`src/pkg/analog_test_regs.svh`:
```
/*
  Register offsets, field positions and reset values of the analog bench
  test control block. Assumes inclusion by bare name from the package and RTL.
*/
`ifndef ANALOG_TEST_REGS_SVH
`define ANALOG_TEST_REGS_SVH

`define ATC_OFFSET_CONTROL     32'h0000_0000
`define ATC_OFFSET_SELECT      32'h0000_0004
`define ATC_OFFSET_STATUS      32'h0000_0008

`define ATC_BIT_MASTER_DISABLE 0
`define ATC_BIT_BENCH_ENABLE   1
`define ATC_BIT_LOW_DISABLE    2
`define ATC_BIT_HIGH_DISABLE   3
`define ATC_BIT_RESERVED_LOW   4
`define ATC_BIT_RESERVED_HIGH  7

`define ATC_CONTROL_RESET      8'h81
`define ATC_CONTROL_WMASK      8'h0f
`define ATC_SELECT_RESET       5'h00

`define AXI_RESP_OKAY          2'h0
`define AXI_RESP_SLVERR        2'h2

`endif

```
`src/pkg/analog_test_pkg.sv`:
```
/*
  Types shared by the analog bench test control block.
  Assumes the register header sits on the include path.
*/
`include "analog_test_regs.svh"

package analog_test_pkg;

  typedef struct packed {
    logic high_side_gate;
    logic low_side_gate;
    logic switch_node_drive_en;
  } gate_drive_t;

  typedef struct packed {
    logic       my_route;
    logic [4:0] analog_signal_select;
  } my_out_t;

  typedef struct packed {
    logic [31:0] addr;
    logic        valid;
  } axi_addr_t;

  typedef struct packed {
    logic [31:0] data;
    logic [3:0]  strb;
    logic        valid;
  } axi_wdata_t;

  typedef struct packed {
    logic [31:0] data;
    logic [1:0]  resp;
    logic        valid;
  } axi_rdata_t;

endpackage

```
`src/rtl/gate_drive_gate.sv`:
```
/*
  One gate driver output stage gate: passes the request only when enabled.
  Assumes synchronous inputs on clk_sys.
*/
`timescale 1ns/1ns

module gate_drive_gate (
  input  wire logic clk_sys,
  input  wire logic rst_n,
  input  wire logic master_disable,
  input  wire logic side_disable,
  input  wire logic pwm_request,
  output logic      gate_out
);

  wire allow = ~master_disable & ~side_disable;

  always_ff @(posedge clk_sys) begin
    if (!rst_n) begin
      gate_out <= 1'b0;
    end else begin
      gate_out <= allow & pwm_request; // see RL3 RL4
    end
  end

endmodule // gate_drive_gate

```
`src/rtl/analog_test_control.sv`:
```
/*
  Analog bench test control register bank behind an AXI4-Lite slave.
  Holds driver disables and the bench test routing of the first port pin.
  Assumes one clock, synchronous active-low reset, PWM requests on clk_sys.
*/
// The implementer's own choices: the placing of the registers and the AXI4-Lite interface to the registers.
`timescale 1ns/1ns
`include "analog_test_regs.svh"

// What this block does
// RL1 - Master driver disable bit resets to one, drivers start inactive.
// RL2 - Firmware clears the master disable before drivers switch normally.
// RL3 - Master disable set holds both gates low, switch node undriven.
// RL4 - Master disable clear lets drivers run, subject to side disables.
// RL5 - Bit 3 disables the high-side driver when one; resets zero.
// RL6 - Bit 2 disables the low-side driver when one; resets zero.
// RL7 - Bench bit one routes buffer output onto the first port pin.
// RL8 - Bench bit zero, its reset value, keeps normal pin function.
// RL9 - A 5-bit selector picks the analog signal shown in bench mode.
// RL10 - Bits 6,5 read zero; reserved bits 7,4 keep reset values.
module analog_test_control
  import analog_test_pkg::*;
(
  input  wire logic                  clk_sys,
  input  wire logic                  rst_n,
  input  wire logic [31:0]           s_axi_awaddr,
  input  wire logic                  s_axi_awvalid,
  output logic                       s_axi_awready,
  input  wire logic [31:0]           s_axi_wdata,
  input  wire logic [3:0]            s_axi_wstrb,
  input  wire logic                  s_axi_wvalid,
  output logic                       s_axi_wready,
  output logic [1:0]                 s_axi_bresp,
  output logic                       s_axi_bvalid,
  input  wire logic                  s_axi_bready,
  input  wire logic [31:0]           s_axi_araddr,
  input  wire logic                  s_axi_arvalid,
  output logic                       s_axi_arready,
  output logic [31:0]                s_axi_rdata,
  output logic [1:0]                 s_axi_rresp,
  output logic                       s_axi_rvalid,
  input  wire logic                  s_axi_rready,
  input  wire logic                  pwm_high_request,
  input  wire logic                  pwm_low_request,
  output analog_test_pkg::gate_drive_t gate_drive,
  output analog_test_pkg::my_out_t  my_out
);

  logic [7:0]  analog_test_control_q;
  logic [4:0]  analog_signal_select;
  logic        aw_held;
  logic        w_held;
  logic [31:0] aw_addr;
  logic [31:0] w_data;
  logic [3:0]  w_strb;
  logic        high_gate;
  logic        low_gate;

  wire driver_master_disable = analog_test_control_q[`ATC_BIT_MASTER_DISABLE];
  wire my_test_enable     = analog_test_control_q[`ATC_BIT_BENCH_ENABLE];
  wire low_side_disable      = analog_test_control_q[`ATC_BIT_LOW_DISABLE];
  wire high_side_disable     = analog_test_control_q[`ATC_BIT_HIGH_DISABLE];

  // Write channel: address and data captured independently, in any order
  wire aw_take   = s_axi_awvalid & s_axi_awready;
  wire w_take    = s_axi_wvalid & s_axi_wready;
  wire wr_fire   = aw_held & w_held & ~s_axi_bvalid;
  wire wr_ctrl   = aw_addr == `ATC_OFFSET_CONTROL;
  wire wr_sel    = aw_addr == `ATC_OFFSET_SELECT;
  wire wr_stat   = aw_addr == `ATC_OFFSET_STATUS;
  wire wr_mapped = wr_ctrl | wr_sel | wr_stat;

  // Only the four low control bits take writes; reserved and unused stay put
  wire [7:0] next_control = (analog_test_control_q & ~8'(`ATC_CONTROL_WMASK))
                          | (w_data[7:0] & 8'(`ATC_CONTROL_WMASK)); // see RL10

  wire rd_take   = s_axi_arvalid & s_axi_arready;
  wire rd_ctrl   = s_axi_araddr == `ATC_OFFSET_CONTROL;
  wire rd_sel    = s_axi_araddr == `ATC_OFFSET_SELECT;
  wire rd_stat   = s_axi_araddr == `ATC_OFFSET_STATUS;
  wire rd_mapped = rd_ctrl | rd_sel | rd_stat;

  // Bits 6 and 5 are masked off the read view; they always read zero
  wire [7:0]  control_view = analog_test_control_q & 8'h9f; // see RL10
  wire [31:0] status_view  = {29'h0, high_gate, low_gate, ~driver_master_disable};
  wire [31:0] next_rdata   = rd_ctrl ? {24'h0, control_view} :
                             rd_sel  ? {27'h0, analog_signal_select} :
                             rd_stat ? status_view : 32'h0000_0000;

  always_ff @(posedge clk_sys) begin
    if (!rst_n) begin
      s_axi_awready <= 1'b1;
      s_axi_wready  <= 1'b1;
      aw_held       <= 1'b0;
      w_held        <= 1'b0;
      aw_addr       <= 32'h0000_0000;
      w_data        <= 32'h0000_0000;
      w_strb        <= 4'h0;
    end else begin
      if (aw_take) begin
        aw_held       <= 1'b1;
        aw_addr       <= s_axi_awaddr;
        s_axi_awready <= 1'b0;
      end
      if (w_take) begin
        w_held       <= 1'b1;
        w_data       <= s_axi_wdata;
        w_strb       <= s_axi_wstrb;
        s_axi_wready <= 1'b0;
      end
      if (s_axi_bvalid & s_axi_bready) begin
        aw_held       <= 1'b0;
        w_held        <= 1'b0;
        s_axi_awready <= 1'b1;
        s_axi_wready  <= 1'b1;
      end
    end
  end

  always_ff @(posedge clk_sys) begin
    if (!rst_n) begin
      s_axi_bvalid <= 1'b0;
      s_axi_bresp  <= `AXI_RESP_OKAY;
    end else if (wr_fire) begin
      s_axi_bvalid <= 1'b1;
      s_axi_bresp  <= wr_mapped ? `AXI_RESP_OKAY : `AXI_RESP_SLVERR;
    end else if (s_axi_bready) begin
      s_axi_bvalid <= 1'b0;
    end
  end

  // Register bank; byte lane 0 carries every implemented bit
  always_ff @(posedge clk_sys) begin
    if (!rst_n) begin
      analog_test_control_q <= `ATC_CONTROL_RESET; // see RL1 RL5 RL6 RL8 RL10
      analog_signal_select  <= `ATC_SELECT_RESET;
    end else if (wr_fire & w_strb[0]) begin
      if (wr_ctrl) begin
        analog_test_control_q <= next_control; // see RL2
      end
      if (wr_sel) begin
        analog_signal_select <= w_data[4:0]; // see RL9
      end
    end
  end

  always_ff @(posedge clk_sys) begin
    if (!rst_n) begin
      s_axi_arready <= 1'b1;
      s_axi_rvalid  <= 1'b0;
      s_axi_rdata   <= 32'h0000_0000;
      s_axi_rresp   <= `AXI_RESP_OKAY;
    end else if (rd_take) begin
      s_axi_arready <= 1'b0;
      s_axi_rvalid  <= 1'b1;
      s_axi_rdata   <= next_rdata;
      s_axi_rresp   <= rd_mapped ? `AXI_RESP_OKAY : `AXI_RESP_SLVERR;
    end else if (s_axi_rvalid & s_axi_rready) begin
      s_axi_rvalid  <= 1'b0;
      s_axi_arready <= 1'b1;
    end
  end

  gate_drive_gate high_stage (
    .clk_sys        (clk_sys),
    .rst_n          (rst_n),
    .master_disable (driver_master_disable),
    .side_disable   (high_side_disable),
    .pwm_request    (pwm_high_request),
    .gate_out       (high_gate)
  ); // see RL5

  gate_drive_gate low_stage (
    .clk_sys        (clk_sys),
    .rst_n          (rst_n),
    .master_disable (driver_master_disable),
    .side_disable   (low_side_disable),
    .pwm_request    (pwm_low_request),
    .gate_out       (low_gate)
  ); // see RL6

  // Outputs registered; switch node enable and bench outputs run one cycle ahead of the gates
  always_ff @(posedge clk_sys) begin
    if (!rst_n) begin
      gate_drive <= '0;
      my_out  <= '0;
    end else begin
      gate_drive.high_side_gate       <= high_gate;
      gate_drive.low_side_gate        <= low_gate;
      gate_drive.switch_node_drive_en <= ~driver_master_disable; // see RL3 RL4
      my_out.my_route           <= my_test_enable; // see RL7 RL8
      my_out.analog_signal_select  <= analog_signal_select; // see RL9
    end
  end

endmodule // analog_test_control

```
`config.mk`:
```
export PLATFORM = sky130hd
export DESIGN_NAME = analog_test_control
export DESIGN_NICKNAME = d
export VERILOG_FILES = /design/src/pkg/analog_test_pkg.sv /design/src/rtl/gate_drive_gate.sv /design/src/rtl/analog_test_control.sv
export VERILOG_INCLUDE_DIRS = /design/src /design/src/pkg
export SDC_FILE = /design/constraint.sdc
export NUM_CORES = 1
export LEC_CHECK = 0
export ABC_AREA = 1
export BUFFER_PORTS_ARGS = -buffer_cell sky130_fd_sc_hd__buf_2
export CORE_AREA = 2 2 90 92
export CTS_BUF_LIST = sky130_fd_sc_hd__clkbuf_4
export DETAILED_ROUTE_END_ITERATION = 10
export DIE_AREA = 0 0 92 94
export PLACE_DENSITY_LB_ADDON = 0.1
export SYNTH_ARGS = -nofsm -noshare
export SYNTH_HDL_FRONTEND = slang
export SYNTH_SLANG_ARGS = --single-unit
```
`constraint.sdc`:
```
create_clock -name clk_sys -period 1.1 [get_ports clk_sys]
set_input_delay 0.165 -clock clk_sys [delete_from_list [all_inputs] [get_ports clk_sys]]
set_output_delay 0.165 -clock clk_sys [all_outputs]
set_load 0.01 [all_outputs]
```
==> flow_metrics.py, run 1 <==
metrics = {
    "status": {
        "outcome": "finished with violations",
        "violations": "negative setup slack",
    },
    "clock_network": {
        "cts_tree": "built",
        "clkSinkCount": 73,
        "htree_num_levels": 3,
        "clk_pin_slew_ps": 120,
        "clockRootBuffer": "clkbuf_4",
        "cts_buffer_depth": 2,
        "clk-insertion-delay-late_ps": 410,
        "cts_buffers": 9,
    },
    "grt": {
        "grtUsageTotal": 0.179,
        "grt_remaining_overflow": 0,
        "grt_max_degree": 57,
        "antenna_found_initial": 0,
        "grt_pass1_wl_um": 12500,
        "grt_pass1_vias": 2960,
    },
    "finish": {
        "drive_above_1_share": 0.322,
        "final_cells": 710,
        "fin_nets": 712,
        "syn2layout_area_growth_pct": 38.6,
        "utilization": 0.589,
        "n_antenna_cell": 0,
    },
    "drt": {
        "finalWirelength_um": 7480,
        "ant_nets": 0,
        "drc_errors": 0,
        "drt_iter0_drc": 119,
        "wl_per_cell_um": 10.5,
        "first_pass_iters": 4,
        "viasPerCell": 4.38,
        "vias": 3110,
    },
    "place": {
        "dp_hpwl_um": 5350,
        "dpl_worst_slack_ps": -218,
        "io_buffers": 100,
        "dp_cells": 663,
        "gp_congestion": 0.733,
    },
    "power_and_ir_drop": {
        "p_int_w": 0.00398,
        "power_density_nw_per_um2": 1230,
        "pwr-share-comb": 0.170,
        "pwr-share-seq": 0.525,
        "p_sw_frac": 0.280,
        "power.leakage_nw": 2.24,
        "clkPwrFrac": 0.305,
        "p_sw_w": 0.00154,
        "max-vdd-ir-drop_uv": 691,
    },
    "logic_synthesis": {
        "avgSynthCellArea_um2": 6.98,
        "ys_ff_latch": 73,
        "netlist_area_um2": 3230,
        "synth_seq_area_share": 0.452,
        "yosys_warnings": 0,
        "synth_edf_count": 0,
        "syn-instance-count": 463,
        "synth_ff_type": "dfxtp_1",
        "ys_types": 24,
        "synthArstFlopShare": 0,
    },
    "worst_setup_path": {
        "r2r_slack_ps": -220,
        "worstSetupPathType": "flop to flop",
        "start_kind": "flop",
        "end_kind": "flop",
        "arrival_ps": 1620,
        "worstPathRequired_ps": 1410,
        "critPathMaxFanout": 5,
    },
    "timing": {
        "fin_skew_ps": 11.8,
        "setup_violations": 11,
        "whs_ps": 12.6,
        "setup_ws_ps": -217,
        "fmax_ghz": 0.759,
        "final_max_slew_viol_count": 0,
        "fin_crit_ps": 1320,
        "rsz0062_at_grt": "yes",
        "tns_ps": -1830,
        "finalCritPeriodShare": 1.20,
        "finalHoldViolCount": 0,
    },
    "job": {
        "cap_violations": 0,
    },
    "floorplan": {
        "fp-row-count": 32,
        "start_util": 0.425,
        "die-area_um2": 8650,
        "die_y_um": 94,
        "io_pins": 159,
        "die_w_um": 92,
        "core_area_um2": 7610,
    },
    "min_path": {
        "worst_hold_path_type": "input port to flop",
    },
}
==> synthesized netlist by cell type, types with 2 or more instances <==
cell type	n	area share
a21oi_1	16	0.025
a21oi_2	3	0.0081
buf_2	2	0.0031
buf_4	28	0.065
clkbuf_1	12	0.014
dfxtp_1	73	0.45
inv_1	47	0.055
inv_2	2	0.0023
nand2_1	65	0.075
nand3_1	21	0.033
nand3_2	2	0.0062
nand4_1	2	0.0039
nor2_1	131	0.15
nor2_2	2	0.0039
nor2_4	3	0.010
o21ai_0	46	0.071
==> registers in the layout (all words and copies together) (netlist names) <==
name                   count
aw_addr                   32
my_out                     6
s_axi_rdata                6
analog_signal_select       5
w_data                     5
analog_test_control_q      4
gate_drive                 3
aw_held                    1
high_stage.gate_out        1
low_stage.gate_out         1
s_axi_arready              1
s_axi_awready              1
s_axi_bresp                1
s_axi_bvalid               1
s_axi_rresp                1
s_axi_rvalid               1
s_axi_wready               1
w_held                     1
w_strb                     1
==> layout make-up <==
class,count,area [µm²]
fill,747,3130
multi-input combinational,326,1500
sequential,73,1490
timing repair buffer,144,1030
inverter,49,184
tap,102,128
clock buffer,10,75.1
clock inverter,6,68.8
==> cells by family after synthesis <==
kind of cell           share of synthesized area
other                                    0.00116
buffers and inverters                      0.139
AOI/OAI and AO/OA                          0.111
and+or+nand+nor                            0.296
DFF                                        0.452
==> critical path: stages, from the launching register on <==
cell	delay (ps)
dfxtp_2	340
nor2_1	100
nand2_1	90
nor2_4	170
nand3_2	110
nor2_4	170
nand2_4	90
nand2_1	60
o211ai_1	70
==> power by group through the flow <==
stage                     clock, W  sequential, W  combinational [W]
after floorplan                  0        0.00293           0.000548
after global placement           0        0.00293           0.000779
after detailed placement         0        0.00294           0.000791
after CTS                  0.00175        0.00289           0.000874
after global routing       0.00187        0.00292            0.00107
final                      0.00169        0.00290           0.000939
==> repair_timing <==
action	4_1_cts	5_1_grt
cloned	0	1
hold endpoints to repair	25	0
hold buffers	24	0
resized for setup	13	50
pin swaps	11	21
setup endpoints to repair	19	49
setup buffers	2	4
==> metal layers <==
layer | GRT usage | wire [µm] | up-vias
li1 | - | - | 1663
met1 | 0.201 | 3390 | 1346
met2 | 0.324 | 3510 | 89
met3 | 0.0449 | 453 | 12
met4 | 0.0746 | 122 | 0
met5 | 0 | 0 | -
==> per-stage QoR <==
stage	power [W]	area, µm²
2_1_floorplan	0.00348	3340
3_3_place_gp	0.00371	3840
3_5_place_dp	0.00373	3840
4_1_cts	0.00551	4270
5_1_grt	0.00586	4480
6_report	0.00552	4480
==> path summary, 6_finish.rpt <==
check | depth (start not counted) | from | end
setup / recovery | 8 | aw_addr[12]$_SDFFE_PN0P_ | analog_test_control_q[0]$_SDFFE_PN1P_
hold / removal | 3 | s_axi_wdata[2] | w_data[2]$_SDFFE_PN0P_
setup reg to reg | 8 | aw_addr[12]$_SDFFE_PN0P_ | analog_test_control_q[0]$_SDFFE_PN1P_
hold reg to reg | 2 | high_stage.gate_out$_SDFF_PN0_ | gate_drive[2]$_SDFF_PN0_
==> cells in the final DEF, fill, tap and decap left out <==
| cell | n |
|---|---|
| a21oi_1 | 13 |
| a21oi_2 | 6 |
| buf_12 | 3 |
| buf_2 | 87 |
| buf_4 | 14 |
| buf_6 | 15 |
| bufinv_16 | 1 |
| clkbuf_16 | 1 |
| clkbuf_4 | 10 |
| clkinv_2 | 1 |
| clkinv_4 | 3 |
| clkinvlp_4 | 1 |
| conb_1 | 28 |
| dfxtp_1 | 47 |
| dfxtp_2 | 26 |
| dlygate4sd3_1 | 24 |
| inv_1 | 45 |
| inv_2 | 4 |
| nand2_1 | 58 |
| nand2_2 | 5 |
| nand2_4 | 3 |
| nand3_1 | 21 |
| nand3_2 | 2 |
| nand4_1 | 2 |
| nor2_1 | 125 |
| nor2_2 | 6 |
| nor2_4 | 5 |
| nor3_1 | 1 |
| nor3_2 | 1 |
| nor3_4 | 1 |
| o2111a_1 | 1 |
| o211ai_1 | 1 |
| o21ai_0 | 42 |
| o21ai_1 | 4 |
| o21ai_2 | 1 |
Power figures use the tool's default switching activity.
==> run 2, diff against run 1 <==
- CORE_AREA: 2 2 90 92 -> 2 2 88 90
- DIE_AREA: 0 0 92 94 -> 0 0 90 92
- clock period: 1.1 -> 1.4 ns (I/O delays scaled with it)
==> flow_metrics.py, run 2 (same netlist as run 1, synthesis figures left out) <==
metrics = {
    "finish": {
        "final_common_cell": "nor2_1",
        "drive_above_1_share": 0.280,
        "reg_top3": "aw_addr: 32 flops, my_out: 6 flops, s_axi_rdata: 6 flops",
        "syn2layout_area_growth_pct": 23.3,
        "final_cell_mix": "122 x nor2_1, 100 x buf_2, 63 x nand2_1, 63 x dfxtp_1, 46 x inv_1",
        "largest_reg_flops": 32,
        "largest_register": "aw_addr",
        "final_area_um2": 3980,
        "n_antenna_cell": 0,
        "utilization": 0.535,
        "fin_nets": 675,
        "final_cells": 673,
    },
    "clock_network": {
        "cts_tree": "built",
        "cts_buffers": 9,
        "clk-insertion-delay-late_ps": 430,
        "cts_buffer_depth": 2,
        "cts_setup_buffers": 0,
        "clockRootBuffer": "clkbuf_4",
        "clk_pin_slew_ps": 130,
        "htree_num_levels": 3,
        "clkSinkCount": 73,
    },
    "worst_setup_path": {
        "worstSetupPathType": "flop to flop",
        "worstPathRequired_ps": 1730,
        "max_stage_delay_ps": 350,
        "start_kind": "flop",
        "critical-path-top-delay-family": "simple AND/OR/NAND/NOR gates",
        "critPathBufInv": 0,
        "arrival_ps": 1630,
        "critPathMaxFanout": 5,
        "slowest_stage": "dfxtp_2",
        "crit_chain": "nor2_2, nand2_1, nor2_4, nand3_2, nor2_4, nand2_4, nand2_1, a21oi_2",
        "end_kind": "flop",
    },
    "timing": {
        "rsz0062_at_grt": "yes",
        "setup_violations": 0,
        "fmax_ghz": 0.768,
        "fin_crit_ps": 1300,
        "fin_skew_ps": 28.3,
        "finalCritPeriodShare": 0.930,
        "whs_ps": 31.8,
        "final_max_slew_viol_count": 0,
        "finalHoldViolCount": 0,
    },
    "power_and_ir_drop": {
        "max-vdd-ir-drop_uv": 708,
        "power.leakage_nw": 2.01,
        "power_density_nw_per_um2": 1030,
    },
    "drt": {
        "drc_errors": 0,
        "ant_nets": 0,
        "drt_iter0_drc": 94,
        "vias": 2938,
        "finalWirelength_um": 6770,
        "first_pass_iters": 4,
        "viasPerCell": 4.37,
        "wl_per_cell_um": 10.1,
    },
    "grt": {
        "grt_remaining_overflow": 0,
        "grtUsageTotal": 0.173,
        "antenna_found_initial": 0,
        "grt_max_degree": 57,
        "grt_pass1_vias": 2798,
        "grt_pass1_wl_um": 11700,
    },
    "floorplan": {
        "io_pins": 159,
        "fp-row-count": 32,
        "core_area_um2": 7450,
        "die_y_um": 92,
        "die-area_um2": 8280,
        "start_util": 0.434,
        "die_w_um": 90,
    },
    "place": {
        "dp_cells": 655,
        "placed_area_um2": 3770,
        "gp_congestion": 0.755,
        "io_buffers": 100,
        "dp_hpwl_um": 5060,
    },
    "min_path": {
        "worst_hold_path_type": "input port to flop",
    },
    "job": {
        "cap_violations": 0,
    },
    "status": {
        "outcome": "completed",
    },
}
[run 2: changes by cell type in the layout (fill, tap and decap cells not counted), sizes merged]
cell and delta:
bufinv -1, clkinvlp +2, dlygate4sd3 -22, buf -14, inv +3, clkinv -3
clkbuf -2
[run 2: layer usage]
| layer | GRT usage | vias to the layer above | wire length (µm) |
|---|---|---|---|
| met1 | 0.192 | 1248 | 2970 |
| met4 | 0.0462 | 0 | 97 |
| met2 | 0.312 | 85 | 3220 |
| met5 | 0 | - | 0 |
| li1 | - | 1596 | - |
| met3 | 0.0633 | 9 | 484 |
[run 2: final timing paths]
path / start / endpoint / slack, ps / cells past startpoint
max reg2reg: aw_addr[8]$_SDFFE_PN0P_ / analog_test_control_q[2]$_SDFFE_PN0P_ / 100 / 8
min reg2reg: low_stage.gate_out$_SDFF_PN0_ / gate_drive[1]$_SDFF_PN0_ / 450 / 2
max: aw_addr[8]$_SDFFE_PN0P_ / analog_test_control_q[2]$_SDFFE_PN0P_ / 100 / 8
min: s_axi_bready / s_axi_wready$_SDFFE_PP1P_ / 30 / 3
[run 2: power by group]
part,leakage [nW],internal (W),switching (W)
clock network,0.0611,0.000390,0.000805
logic,1.34,0.000257,0.000358
registers,0.603,0.00220,0.0000730
total,2.01,0.00285,0.00124
[run 2: worst reg2reg max path: stages, from the launching register on]
cell	delay, ps
dfxtp_2	350
nor2_2	100
nand2_1	90
nor2_4	170
nand3_2	110
nor2_4	170
nand2_4	90
nand2_1	90
a21oi_2	50
[run 2: area by class of cell]
| class | instances | area, µm² |
|---|---|---|
| inverters | 49 | 184 |
| multi-input cells | 326 | 1480 |
| well taps | 102 | 128 |
| repair buffers | 107 | 596 |
| clock inverters | 7 | 60.1 |
| clock buffers | 9 | 67.6 |
| fillers | 811 | 3460 |
| flip-flops and latches | 73 | 1470 |
[run 2: repair_timing]
action	CTS	global route
resized for setup	0	31
endpoints found under the hold margin	2	0
setup endpoints to repair	0	9
hold buffers	2	0
[run 2: through the flow]
step	power [W]	TNS, ps	setup WS, ps
6_report	0.00408	0	98.5
3_3_place_gp	0.00289	0	57.8
3_5_place_dp	0.00291	0	28.8
2_1_floorplan	0.00273	0	215
4_1_cts	0.00411	0	14.9
5_1_grt	0.00435	-166	-87.1
